**config.mk**
```make
export PLATFORM = sky130hd
export DESIGN_NAME = mtpc_core
export DESIGN_NICKNAME = d
export VERILOG_FILES = /design/src/shared/mtpc_pkg.sv /design/src/hdl/mtpc_range_calc.sv /design/src/hdl/mtpc_core.sv
export SDC_FILE = /design/constraint.sdc
export NUM_CORES = 2
export LEC_CHECK = 0
export BUFFER_PORTS_ARGS = -buffer_cell sky130_fd_sc_hd__buf_4
export CAP_MARGIN = 40
export CORE_ASPECT_RATIO = 0.6
export CORE_MARGIN = 1
export CORE_UTILIZATION = 65
export CTS_CLUSTER_SIZE = 10
export DETAILED_ROUTE_END_ITERATION = 16
export PLACE_DENSITY = 0.9
export SKIP_CTS_REPAIR_TIMING = 1
export SLEW_MARGIN = 20
export SYNTH_ARGS = -nofsm -noshare
export SYNTH_HDL_FRONTEND = slang
export SYNTH_SLANG_ARGS = --single-unit
```
**constraint.sdc**
```tcl
create_clock -name clk -period 32.6 [get_ports clk]
set_clock_uncertainty 0.1 [all_clocks]
set_input_delay 1.63 -clock clk [delete_from_list [all_inputs] [get_ports clk]]
set_output_delay 1.63 -clock clk [all_outputs]
set_load 0.02 [all_outputs]
```
**src/shared/mtpc_pkg.sv**
```systemverilog
`default_nettype none
package mtpc_pkg;
  // Register byte offsets on the APB slave.
  localparam logic [7:0] OFF_CTRL       = 8'h00;
  localparam logic [7:0] OFF_RANGE      = 8'h04;
  localparam logic [7:0] OFF_RATIO      = 8'h08;
  localparam logic [7:0] OFF_OFFSET     = 8'h0c;
  localparam logic [7:0] OFF_PRESET     = 8'h10;
  localparam logic [7:0] OFF_CMD        = 8'h14;
  localparam logic [7:0] OFF_STATUS     = 8'h18;
  localparam logic [7:0] OFF_REV        = 8'h1c;
  localparam logic [7:0] OFF_LOWER      = 8'h20;
  localparam logic [7:0] OFF_UPPER      = 8'h24;
  localparam logic [7:0] OFF_STEPS      = 8'h28;
  localparam logic [7:0] OFF_POSITION   = 8'h2c;
  localparam logic [7:0] OFF_NVM_WRITES = 8'h30;

  // Control register field positions.
  localparam int CTRL_WRAP_EN    = 0;
  localparam int CTRL_ABS_PERMIT = 1;
  localparam int CTRL_MANUAL     = 2;
  // Command register field positions (write one to act).
  localparam int CMD_PRESET      = 0;
  localparam int CMD_CLEAR       = 1;
  localparam int CMD_HOME_DONE   = 2;
  localparam int CMD_HOME_START  = 3;
  // Status register field positions.
  localparam int ST_COORD        = 0;
  localparam int ST_FACTORY      = 1;
  localparam int ST_USER         = 2;
  localparam int ST_HOMING       = 3;

  // Revolution span of the sensor; the two small frames manage half.
  localparam logic [11:0] SPAN_LARGE_REV = 12'h708;  // 1800
  localparam logic [11:0] SPAN_SMALL_REV = 12'h384;  // 900
  // Default offset ratio in hundredths of a percent (50.00 %).
  localparam logic [13:0] RATIO_DEFAULT  = 14'h1388;
  localparam logic [13:0] RATIO_FULL     = 14'h2710;  // 100.00 %
  localparam logic [31:0] PRESET_DEFAULT = 32'h0000_0000;

  typedef enum logic [1:0] {
    ST_BOOT  = 2'b00,
    ST_RUN   = 2'b01,
    ST_HOME  = 2'b10
  } mode_t;
endpackage
`default_nettype wire

```
**src/hdl/mtpc_range_calc.sv**
```systemverilog
`default_nettype none
// Builds the coordinate range bounds from range and offset ratio.
module mtpc_range_calc #(
  parameter int W = 16
) (
  input  wire logic [W-1:0]  range_rev,   // Generation range in revolutions
  input  wire logic [13:0]   ratio,       // Offset ratio, hundredths of percent
  output logic signed [W:0]  lower,       // Lower bound, revolutions
  output logic signed [W:0]  upper        // Upper bound, revolutions
);
  logic [W+13:0] prod;
  logic [W-1:0]  below;

  always_comb begin
    prod  = (W+14)'(range_rev) * (W+14)'(ratio);
    below = W'(prod / (W+14)'(mtpc_pkg::RATIO_FULL));
    lower = -$signed({1'b0, below});
    upper = $signed({1'b0, range_rev}) - $signed({1'b0, below});
  end
endmodule // mtpc_range_calc
`default_nettype wire

```
**src/hdl/mtpc_core.sv**
```systemverilog
`default_nettype none
// Functional notes
// - Absolute revolutions kept to 1800, small frames 900
// - Count past limit restarts at one
// - Coordinate settings sampled only at power-up
// - Initial coordinate built on every power-up
// - Default splits span half each side
// - Lower bound is minus ratio times range
// - Wrap presets position back into range
// - Crossing wrap boundary shifts position by range times steps per rev
// - Step counter ignores wrap presets
// - Step counter rolls over, never saturates
// - Coordinate flag shows coordinate is set
// - No coordinate blocks homing, and absolute moves unless CTRL_ABS_PERMIT set
// - Factory home fixed, flag shows it
// - User home flag; clear removes it
// - User home write pulses nonvolatile store
// - Preset loads positions, sets home
module mtpc_core #(
  parameter int            REV_W       = 16,
  parameter int            STEPS_REV   = 1000,
  parameter logic [1:0]    FACTORY_HOME = 2'b00
) (
  input  wire logic        clk,            // 250 MHz clock
  input  wire logic        rst,            // Synchronous reset, high
  input  wire logic        psel,           // APB select
  input  wire logic        penable,        // APB enable
  input  wire logic        pwrite,         // APB direction
  input  wire logic [7:0]  paddr,          // APB byte address
  input  wire logic [31:0] pwdata,         // APB write data
  output logic             pready,         // APB ready
  output logic [31:0]      prdata,         // APB read data
  output logic             pslverr,        // APB error, unmapped address
  input  wire logic        small_frame,    // Sensor manages 900 revolutions
  input  wire logic        step_pulse,     // One motor step this cycle
  input  wire logic        step_dir,       // Step direction, high is forward
  input  wire logic        factory_home,   // Sensor holds factory home
  input  wire logic        homing_req,     // Request high-speed homing
  input  wire logic        abs_move_req,   // Request absolute positioning
  output logic             homing_grant,   // Homing accepted
  output logic             abs_move_grant, // Absolute move accepted
  output logic             coordinate_established_flag, // Coordinate set
  output logic             factory_home_stored_flag,    // Factory home present
  output logic             user_home_stored_flag,       // User home present
  output logic             nvm_write       // Store home info pulse
);
  localparam int SW = REV_W + 1;

  typedef mtpc_pkg::mode_t mode_t_w;

  typedef struct packed {
    mode_t_w                 mode;
    logic [2:0]              ctrl;
    logic [REV_W-1:0]        range_cfg;
    logic [13:0]             ratio_cfg;
    logic [31:0]             offset_cfg;
    logic [31:0]             preset_cfg;
    logic [REV_W-1:0]        range_act;
    logic [13:0]             ratio_act;
    logic [31:0]             offset_act;
    logic [REV_W-1:0]        span;
    logic signed [SW-1:0]    rev;
    logic [REV_W-1:0]        sensor_rev;
    logic [31:0]             step_in_rev;
    logic signed [31:0]      steps;
    logic signed [31:0]      position;
    logic                    coord;
    logic                    user_home;
    logic                    factory;
    logic                    nvm;
    logic [31:0]             nvm_count;
    logic [31:0]             rdata;
    logic                    cfg_kept;
  } state_t;

  state_t             cur;
  state_t             next_cur;
  logic signed [SW-1:0] lower;
  logic signed [SW-1:0] upper;
  logic               wr;
  logic               rd;

  mtpc_range_calc #(.W(REV_W)) u_range (
    .range_rev (cur.range_act),
    .ratio     (cur.ratio_act),
    .lower     (lower),
    .upper     (upper)
  );

  function automatic logic mapped(input logic [7:0] a);
    mapped = (a <= mtpc_pkg::OFF_NVM_WRITES) && (a[1:0] == 2'b00);
  endfunction

  assign wr      = psel && penable && pwrite && mapped(paddr);
  assign rd      = psel && !penable && !pwrite;
  assign pready  = 1'b1;
  assign pslverr = psel && penable && !mapped(paddr);
  assign prdata  = cur.rdata;

  always_comb begin
    logic [REV_W-1:0] lim;
    logic signed [31:0] width;
    next_cur = cur;
    lim      = '0;
    width    = '0;
    next_cur.nvm = 1'b0;
    next_cur.factory = factory_home;
    if (wr) begin
      case (paddr)
        mtpc_pkg::OFF_CTRL:   next_cur.ctrl = pwdata[2:0];
        mtpc_pkg::OFF_RANGE:  next_cur.range_cfg = pwdata[REV_W-1:0];
        mtpc_pkg::OFF_RATIO:  next_cur.ratio_cfg = pwdata[13:0];
        mtpc_pkg::OFF_OFFSET: next_cur.offset_cfg = pwdata;
        mtpc_pkg::OFF_PRESET: next_cur.preset_cfg = pwdata;
        default: ;
      endcase
    end
    case (cur.mode)
      mtpc_pkg::ST_BOOT: begin
        // Settings are latched once here so mid-run edits wait for a power cycle.
        next_cur.span = small_frame ? REV_W'(mtpc_pkg::SPAN_SMALL_REV)
                                    : REV_W'(mtpc_pkg::SPAN_LARGE_REV);
        if (cur.ctrl[mtpc_pkg::CTRL_MANUAL]) begin
          next_cur.range_act  = cur.range_cfg;
          next_cur.ratio_act  = cur.ratio_cfg;
          next_cur.offset_act = cur.offset_cfg;
        end else begin
          next_cur.range_act  = next_cur.span;
          next_cur.ratio_act  = mtpc_pkg::RATIO_DEFAULT;
          next_cur.offset_act = '0;
        end
        next_cur.mode = mtpc_pkg::ST_RUN;
      end
      mtpc_pkg::ST_RUN, mtpc_pkg::ST_HOME: begin
        if (step_pulse) begin
          next_cur.steps    = cur.steps + (step_dir ? 32'sd1 : -32'sd1);
          next_cur.position = cur.position + (step_dir ? 32'sd1 : -32'sd1);
          if (step_dir) begin
            if (cur.step_in_rev == 32'(STEPS_REV - 1)) begin
              next_cur.step_in_rev = '0;
              next_cur.rev = cur.rev + SW'(1);
              lim = (cur.sensor_rev == cur.span) ? '0 : cur.sensor_rev + REV_W'(1);
              if (cur.sensor_rev == cur.span) lim = REV_W'(1);
              next_cur.sensor_rev = lim;
            end else begin
              next_cur.step_in_rev = cur.step_in_rev + 32'd1;
            end
          end else begin
            if (cur.step_in_rev == '0) begin
              next_cur.step_in_rev = 32'(STEPS_REV - 1);
              next_cur.rev = cur.rev - SW'(1);
              next_cur.sensor_rev = (cur.sensor_rev == '0) ? cur.span
                                                           : cur.sensor_rev - REV_W'(1);
            end else begin
              next_cur.step_in_rev = cur.step_in_rev - 32'd1;
            end
          end
          // The position and revolution count are preset; the step counter keeps going.
          if (cur.ctrl[mtpc_pkg::CTRL_WRAP_EN]) begin
            width = 32'(cur.range_act) * 32'(STEPS_REV);
            if (next_cur.rev >= upper) begin
              next_cur.rev = lower;
              next_cur.position = next_cur.position - width;
            end else if (next_cur.rev < lower) begin
              next_cur.rev = upper - SW'(1);
              next_cur.position = next_cur.position + width;
            end
          end
        end
        if (cur.mode == mtpc_pkg::ST_HOME) next_cur.coord = 1'b0;
        if (cur.mode == mtpc_pkg::ST_RUN && homing_req && cur.coord)
          next_cur.mode = mtpc_pkg::ST_HOME;
        if (wr && paddr == mtpc_pkg::OFF_CMD) begin
          if (pwdata[mtpc_pkg::CMD_HOME_START] && cur.coord)
            next_cur.mode = mtpc_pkg::ST_HOME;
          if (pwdata[mtpc_pkg::CMD_PRESET] || pwdata[mtpc_pkg::CMD_HOME_DONE]) begin
            next_cur.position    = $signed(cur.preset_cfg) + $signed(cur.offset_act);
            next_cur.rev         = '0;
            next_cur.step_in_rev = '0;
            next_cur.coord       = 1'b1;
            next_cur.user_home   = 1'b1;
            next_cur.nvm         = 1'b1;
            next_cur.nvm_count   = cur.nvm_count + 32'd1;
            next_cur.mode        = mtpc_pkg::ST_RUN;
          end else if (pwdata[mtpc_pkg::CMD_CLEAR]) begin
            next_cur.user_home = 1'b0;
            next_cur.coord     = cur.factory;
          end
        end
        if (cur.factory) next_cur.coord = next_cur.coord || (cur.mode == mtpc_pkg::ST_RUN);
      end
      default: next_cur.mode = mtpc_pkg::ST_BOOT;
    endcase
    if (rd) begin
      case (paddr)
        mtpc_pkg::OFF_CTRL:       next_cur.rdata = 32'(cur.ctrl);
        mtpc_pkg::OFF_RANGE:      next_cur.rdata = 32'(cur.range_cfg);
        mtpc_pkg::OFF_RATIO:      next_cur.rdata = 32'(cur.ratio_cfg);
        mtpc_pkg::OFF_OFFSET:     next_cur.rdata = cur.offset_cfg;
        mtpc_pkg::OFF_PRESET:     next_cur.rdata = cur.preset_cfg;
        mtpc_pkg::OFF_STATUS:     next_cur.rdata = {28'h0000000,
                                    cur.mode == mtpc_pkg::ST_HOME, cur.user_home,
                                    cur.factory, cur.coord};
        mtpc_pkg::OFF_REV:        next_cur.rdata = 32'(cur.rev);
        mtpc_pkg::OFF_LOWER:      next_cur.rdata = 32'(lower);
        mtpc_pkg::OFF_UPPER:      next_cur.rdata = 32'(upper);
        mtpc_pkg::OFF_STEPS:      next_cur.rdata = cur.steps;
        mtpc_pkg::OFF_POSITION:   next_cur.rdata = cur.position;
        mtpc_pkg::OFF_NVM_WRITES: next_cur.rdata = cur.nvm_count;
        default:                  next_cur.rdata = '0;
      endcase
    end
  end

  always_ff @(posedge clk) begin
    if (rst) begin
      cur          <= '0;
      cur.cfg_kept <= 1'b1;
      // Settings stand for non-volatile parameters, so a power cycle keeps them.
      if (cur.cfg_kept) begin
        cur.ctrl       <= cur.ctrl;
        cur.range_cfg  <= cur.range_cfg;
        cur.ratio_cfg  <= cur.ratio_cfg;
        cur.offset_cfg <= cur.offset_cfg;
        cur.preset_cfg <= cur.preset_cfg;
      end else begin
        cur.range_cfg  <= REV_W'(mtpc_pkg::SPAN_LARGE_REV);
        cur.ratio_cfg  <= mtpc_pkg::RATIO_DEFAULT;
        cur.preset_cfg <= mtpc_pkg::PRESET_DEFAULT;
      end
    end else begin
      cur <= next_cur;
    end
  end

  assign coordinate_established_flag = cur.coord;
  assign factory_home_stored_flag    = cur.factory;
  assign user_home_stored_flag       = cur.user_home;
  assign nvm_write                   = cur.nvm;
  assign homing_grant   = homing_req && cur.coord && cur.mode == mtpc_pkg::ST_RUN;
  assign abs_move_grant = abs_move_req && cur.mode == mtpc_pkg::ST_RUN &&
                          (cur.coord || cur.ctrl[mtpc_pkg::CTRL_ABS_PERMIT]);
endmodule // mtpc_core
`default_nettype wire

```
## Word-level counts from Yosys, hierarchy flattened

Cells that the tools add are included.

- Bits in registers: 374
- Bits of input ports: 51
- Output and inout port bits: 40

- Order comparisons: 3
- Bitwise operators: 3
- Div/mod/pow operators: 1
- Muxes and demuxes: 49
- Reductions and logical operators: 43
- $add $sub $neg: 15
- Multipliers: 2
- Equal/unequal tests: 20

Operators with widths:

| cell | count |
|---|---|
| $mux 32 | 12 |
| $pmux 32 s12 | 1 |
| $mux 373 | 1 |
| $mux 65 | 3 |
| $mux 33 | 5 |
| $mux 131 | 1 |
| $mux 129 | 1 |
| $mux 97 | 1 |
| $add 32x32->32 | 3 |
| $mux 17 | 5 |
| $mux 78 | 1 |
| $mux 34 | 2 |
| $add 32x1->32 const B | 2 |
| $mux 62 | 1 |
| $mux 16 | 3 |
| $eq 8x6->1 const B | 5 |
| $sub 17x2->17 const B | 2 |
| $add 32x27->32 | 1 |
| $eq 32x10->1 const B | 1 |
| $eq 8x5->1 const B | 4 |
| $logic_not 32->1 | 1 |
| $sub 32x1->32 const B | 1 |
| $sub 32x27->32 | 1 |
| $div 30x14->30 const B | 1 |
| other kinds (37) | 77 |

## Logic depth before layout (Yosys ltp)

- Depth in word-level cells: 18
- Gate-level depth with buffers: 118
- Depth with buffers taken out: 109

## By module

A second synthesis with hierarchy kept.

- Cells, all modules: 5404
- Area total of the unflattened synthesis: 43531.8 um2

Modules (own cells, without submodules):

| module | cells each | times used | area an instance (um2) |
|---|---|---|---|
| mtpc_core | 3355 | 1 | 27416.3 |
| mtpc_range_calc | 2049 | 1 | 16115.5 |

## Worst setup path before layout

OpenSTA, ideal clock, no wires.

- Path kind: reg-to-reg
- Start: register cur[272] (netlist bit)
- End: register cur[100] (netlist bit)
- Setup time: 0.118 ns
- Arrival time: 24.813 ns
- Clock period less this slack: 25.031 ns
- Data required time: 32.382 ns
- Cell stages (with the launch flop): 109
- Setup slack: 7.569 ns
- Cells stage by stage: dfxtp_1 > clkbuf_1 > nand2_1 > fa_1 > fa_1 > inv_1 > fa_1 > fa_1 > fa_1 > inv_1 > fa_1 > inv_1 > ha_1 > buf_4 > a21oi_2 > o21ai_1 > a21o_1 > o41a_1 > [... 73 more ...] > a21boi_0 > o21ai_0 > nand2b_1 > a21oi_1 > maj3_1 > o21ai_0 > a32o_1 > o21ai_0 > a31oi_1 > inv_1 > nor2_1 > o21ai_0 > or2_2 > o41ai_1 > a31oi_1 > o31a_1 > o22ai_1 > nand2_1

- Longest elaborated chain between the ends: 11
- Elaborated cells on any way between the ends: 16
- Those cells by class: add/sub: 4; mul: 2; div: 1; order compare: 2; mux: 7

RTL lines:

| what | line | RTL |
|---|---|---|
| start, declared | mtpc_core.sv:76 | `state_t cur;` |
| start signal, assigned | mtpc_core.sv:232 | `cur <= next_cur;` |
| $mul 16x14->30 | mtpc_range_calc.sv:15 | `prod = (W+14)'(range_rev) * (W+14)'(ratio);` |
| $div 30x14->30 | mtpc_range_calc.sv:16 | `below = W'(prod / (W+14)'(mtpc_pkg::RATIO_FULL));` |
| $neg 16->17 | mtpc_range_calc.sv:17 | `lower = -$signed({1'b0, below});` |
| $lt 17x17->1 | mtpc_core.sv:164 | `end else if (next_cur.rev < lower) begin` |
| $mux 32 | mtpc_core.sv:164 |  |
| $mux 32 * | mtpc_core.sv:161 | `if (next_cur.rev >= upper) begin` |
| $mux 32 * | mtpc_core.sv:159 | `if (cur.ctrl[mtpc_pkg::CTRL_WRAP_EN]) begin` |
| $mux 129 * | mtpc_core.sv:135 | `if (step_pulse) begin` |
| $mux 32 | mtpc_core.sv:176 | `if (pwdata[mtpc_pkg::CMD_PRESET] \|\| pwdata[mtpc_pkg::CMD_HOME_DONE]) begin` |
| $mux 34 * | mtpc_core.sv:173 | `if (wr && paddr == mtpc_pkg::OFF_CMD) begin` |
| $mux 34 * | mtpc_core.sv:118 | `case (cur.mode)` |

Mark *: on every way between the ends. The rest lies on a longest branch, timed or not. The select of a mux whose other input is x is not followed.
A chain may end at the register's enable or synchronous reset.

## Final worst setup path

- Start: register cur[273] (netlist bit)
- End: register cur[93] (netlist bit)

Same word-level chain as after synthesis.

==> results.toml <==
[critical_path]
endpoint_kind = "flop"
max_stage_delay_ps = 860
critical_path.startpoint_type = "flop"
worstPathArrival_ps = 30360
slowest_stage = "dfxtp_1"
crit_type = "reg -> reg"
cp.required_ps = 32930
critPathMaxFanout = 32

[clock_tree]
root_buffer = "clkbuf_16"
htreeDepth = 2
cts_tree = "built"
cts_sinks = 342
clk_path_buf_depth = 3
path_clk_slew_ps = 60
clock_latency_ps = 560
cts_inserted_buffers = 40

[sta]
max_freq_mhz = 33.3
min_period_over_period_pct = 92.1
finalWorstSetupSlack_ps = 2570
drv_slew = 0
hold_viol = 0
tightestPinTransition_ps = 1170
setup-violations-final = 0
min_period_ps = 30030
finalSetupTns_ps = 0
grt_setup_unrepaired = "false"
finalHoldWorstSlack_ps = 358
relSlewSlack_pct = 22.1

[floorplanning]
fp-row-count = 71
start_util_pct = 65.8
io_pins = 91
die_width_um = 327
die_area_um2 = 64400
coreArea_um2 = 62600
die_y_um = 197

[route]
drt_pass1_iterations = 9
via_count = 41000
ant_nets = 0
first_iter_violations = 6369
routed_wirelength_mm = 142
post_drt_wl_per_cell_um = 24.1
via_per_inst = 6.97
drc = 0

[layout]
layout.cells.non_filler = 5885
drive_gt1_share_pct = 7.39
fin_nets = 5636
area_growth_syn_to_layout_pct = 5.85

[placed_design]
dp_hpwl_mm = 109
pre_cts_ws_ps = 3500
io_buffers = 89
gp_congestion = 1.06
dp_cells = 5809

[synth]
yosysSeqAreaShare_pct = 19.0
synthTopCellsByArea = "dfxtp_1, fa_1, ha_1"
avgSynthCellArea_um2 = 8.09
synth-async-reset-ratio_pct = 0
ys_warn_count = 0
synth_cell_types = 132
ys_top_cells_by_count = "nand2_1, a21oi_1, nor2_1, inv_1, ha_1"
ys_ff_latch = 342
yosysMostFrequentCell = "nand2_1"
syn_area_um2 = 41200
synth_top_cell_area_share_pct = 11.9
syn_inst = 5090
synth_top_area_cell = "dfxtp_1"
dominantRegCellSynth = "dfxtp_1"
synth_edf_count = 97
syn_nets = 5706

[global_route]
antenna_found_initial = 6
grt_pass1_wl_mm = 218
grt_max_degree = 83
grt_use_total_pct = 42.9
grt_pass1_vias = 38000
grt_overflow_total = 0

[min_path]
min_path_type = "reg -> reg"

[run_status]
run_status = "completed"

[job]
drv_cap = 0
[state kept, by name, indices dropped and copies added, names as in the netlist]
| name | count |
|---|---|
| prdata | 32 |
| user_home_stored_flag | 1 |
| nvm_write | 1 |
| factory_home_stored_flag | 1 |
| cur | 306 |
| coordinate_established_flag | 1 |
[layout make-up]
class	count	area [µm²]
fill	4877	19000
timing repair buffer	168	1380
tap	839	1050
clock inverter	3	26.3
multi-input combinational	4108	30900
antenna	1	2.50
clock buffer	64	1110
inverter	360	1350
sequential	342	7820
[cell usage in the layout, fill, tap and decap left out, types with 47 or more instances in the layout]
| cell | instances |
|---|---|
| nor2_1 | 371 |
| ha_1 | 339 |
| nand2b_1 | 79 |
| o21ai_1 | 70 |
| a22oi_1 | 84 |
| nand3_1 | 174 |
| nor3_1 | 99 |
| edfxtp_1 | 97 |
| nand2_1 | 469 |
| o21bai_1 | 104 |
| o21ai_0 | 147 |
| dfxtp_1 | 245 |
| buf_4 | 141 |
| a211oi_1 | 47 |
| and2_1 | 149 |
| fa_1 | 225 |
| nor2b_1 | 62 |
| a21o_1 | 89 |
| xnor2_1 | 219 |
| a21oi_1 | 437 |
| xor2_1 | 110 |
| inv_1 | 352 |
[worst max-delay path, delay by kind of cell (launching register included)]
family / cells / cell delay, ps
AND/OR/NAND/NOR: 27 / 7990
XOR/XNOR: 5 / 1550
multiplexers: 3 / 1010
adder cells (fa/ha/maj): 11 / 4560
buffers and inverters: 8 / 1500
AO/OA/AOI/OAI: 49 / 12270
flip-flops: 1 / 860
[kinds of logic (layout without fill, tap and decap cells)]
| family | after synthesis | after routing | share of synthesized area, % |
|---|---|---|---|
| AO/OA/AOI/OAI | 1483 | 1483 | 24.8 |
| XOR/XNOR | 337 | 337 | 7.31 |
| adder cells (fa/ha/maj) | 573 | 573 | 21.5 |
| buffers and inverters | 640 | 595 | 6.37 |
| flip-flops | 342 | 342 | 19.0 |
| multiplexers | 51 | 51 | 1.34 |
| other | 1 | 2 | 0.00910 |
| AND/OR/NAND/NOR | 1663 | 1663 | 19.8 |
[worst paths after layout]
kind / from / to / slack, ps / depth (start not counted)
worst max-delay path: cur[273]$_SDFFE_PP0P_ / cur[93]$_SDFFE_PP0N_ / 2570 / 103
worst min-delay path: prdata[20]$_SDFFE_PP0P_ / prdata[20]$_SDFFE_PP0P_ / 360 / 2
worst max register to register: cur[273]$_SDFFE_PP0P_ / cur[93]$_SDFFE_PP0N_ / 2570 / 103
worst min register to register: prdata[20]$_SDFFE_PP0P_ / prdata[20]$_SDFFE_PP0P_ / 360 / 2
[per-stage QoR]
step | util (%) | instance area, µm²
finish | 69.6 | 43600
global route | 69.6 | 43600
CTS | 69.5 | 43500
detailed placement | 67.7 | 42400
global placement | 67.2 | 42100
floorplan | - | 41200
[routing by layer]
metal	vias up	global-route usage [%]	wire length, µm
li1	18100	-	-
met1	19400	63.7	59500
met2	3134	56.6	54400
met3	353	16.8	24300
met4	8	11.3	3670
met5	-	0	58
Power is not shown: default switching activity piles up to over one toggle a cycle in this logic, so the estimate is an artifact.
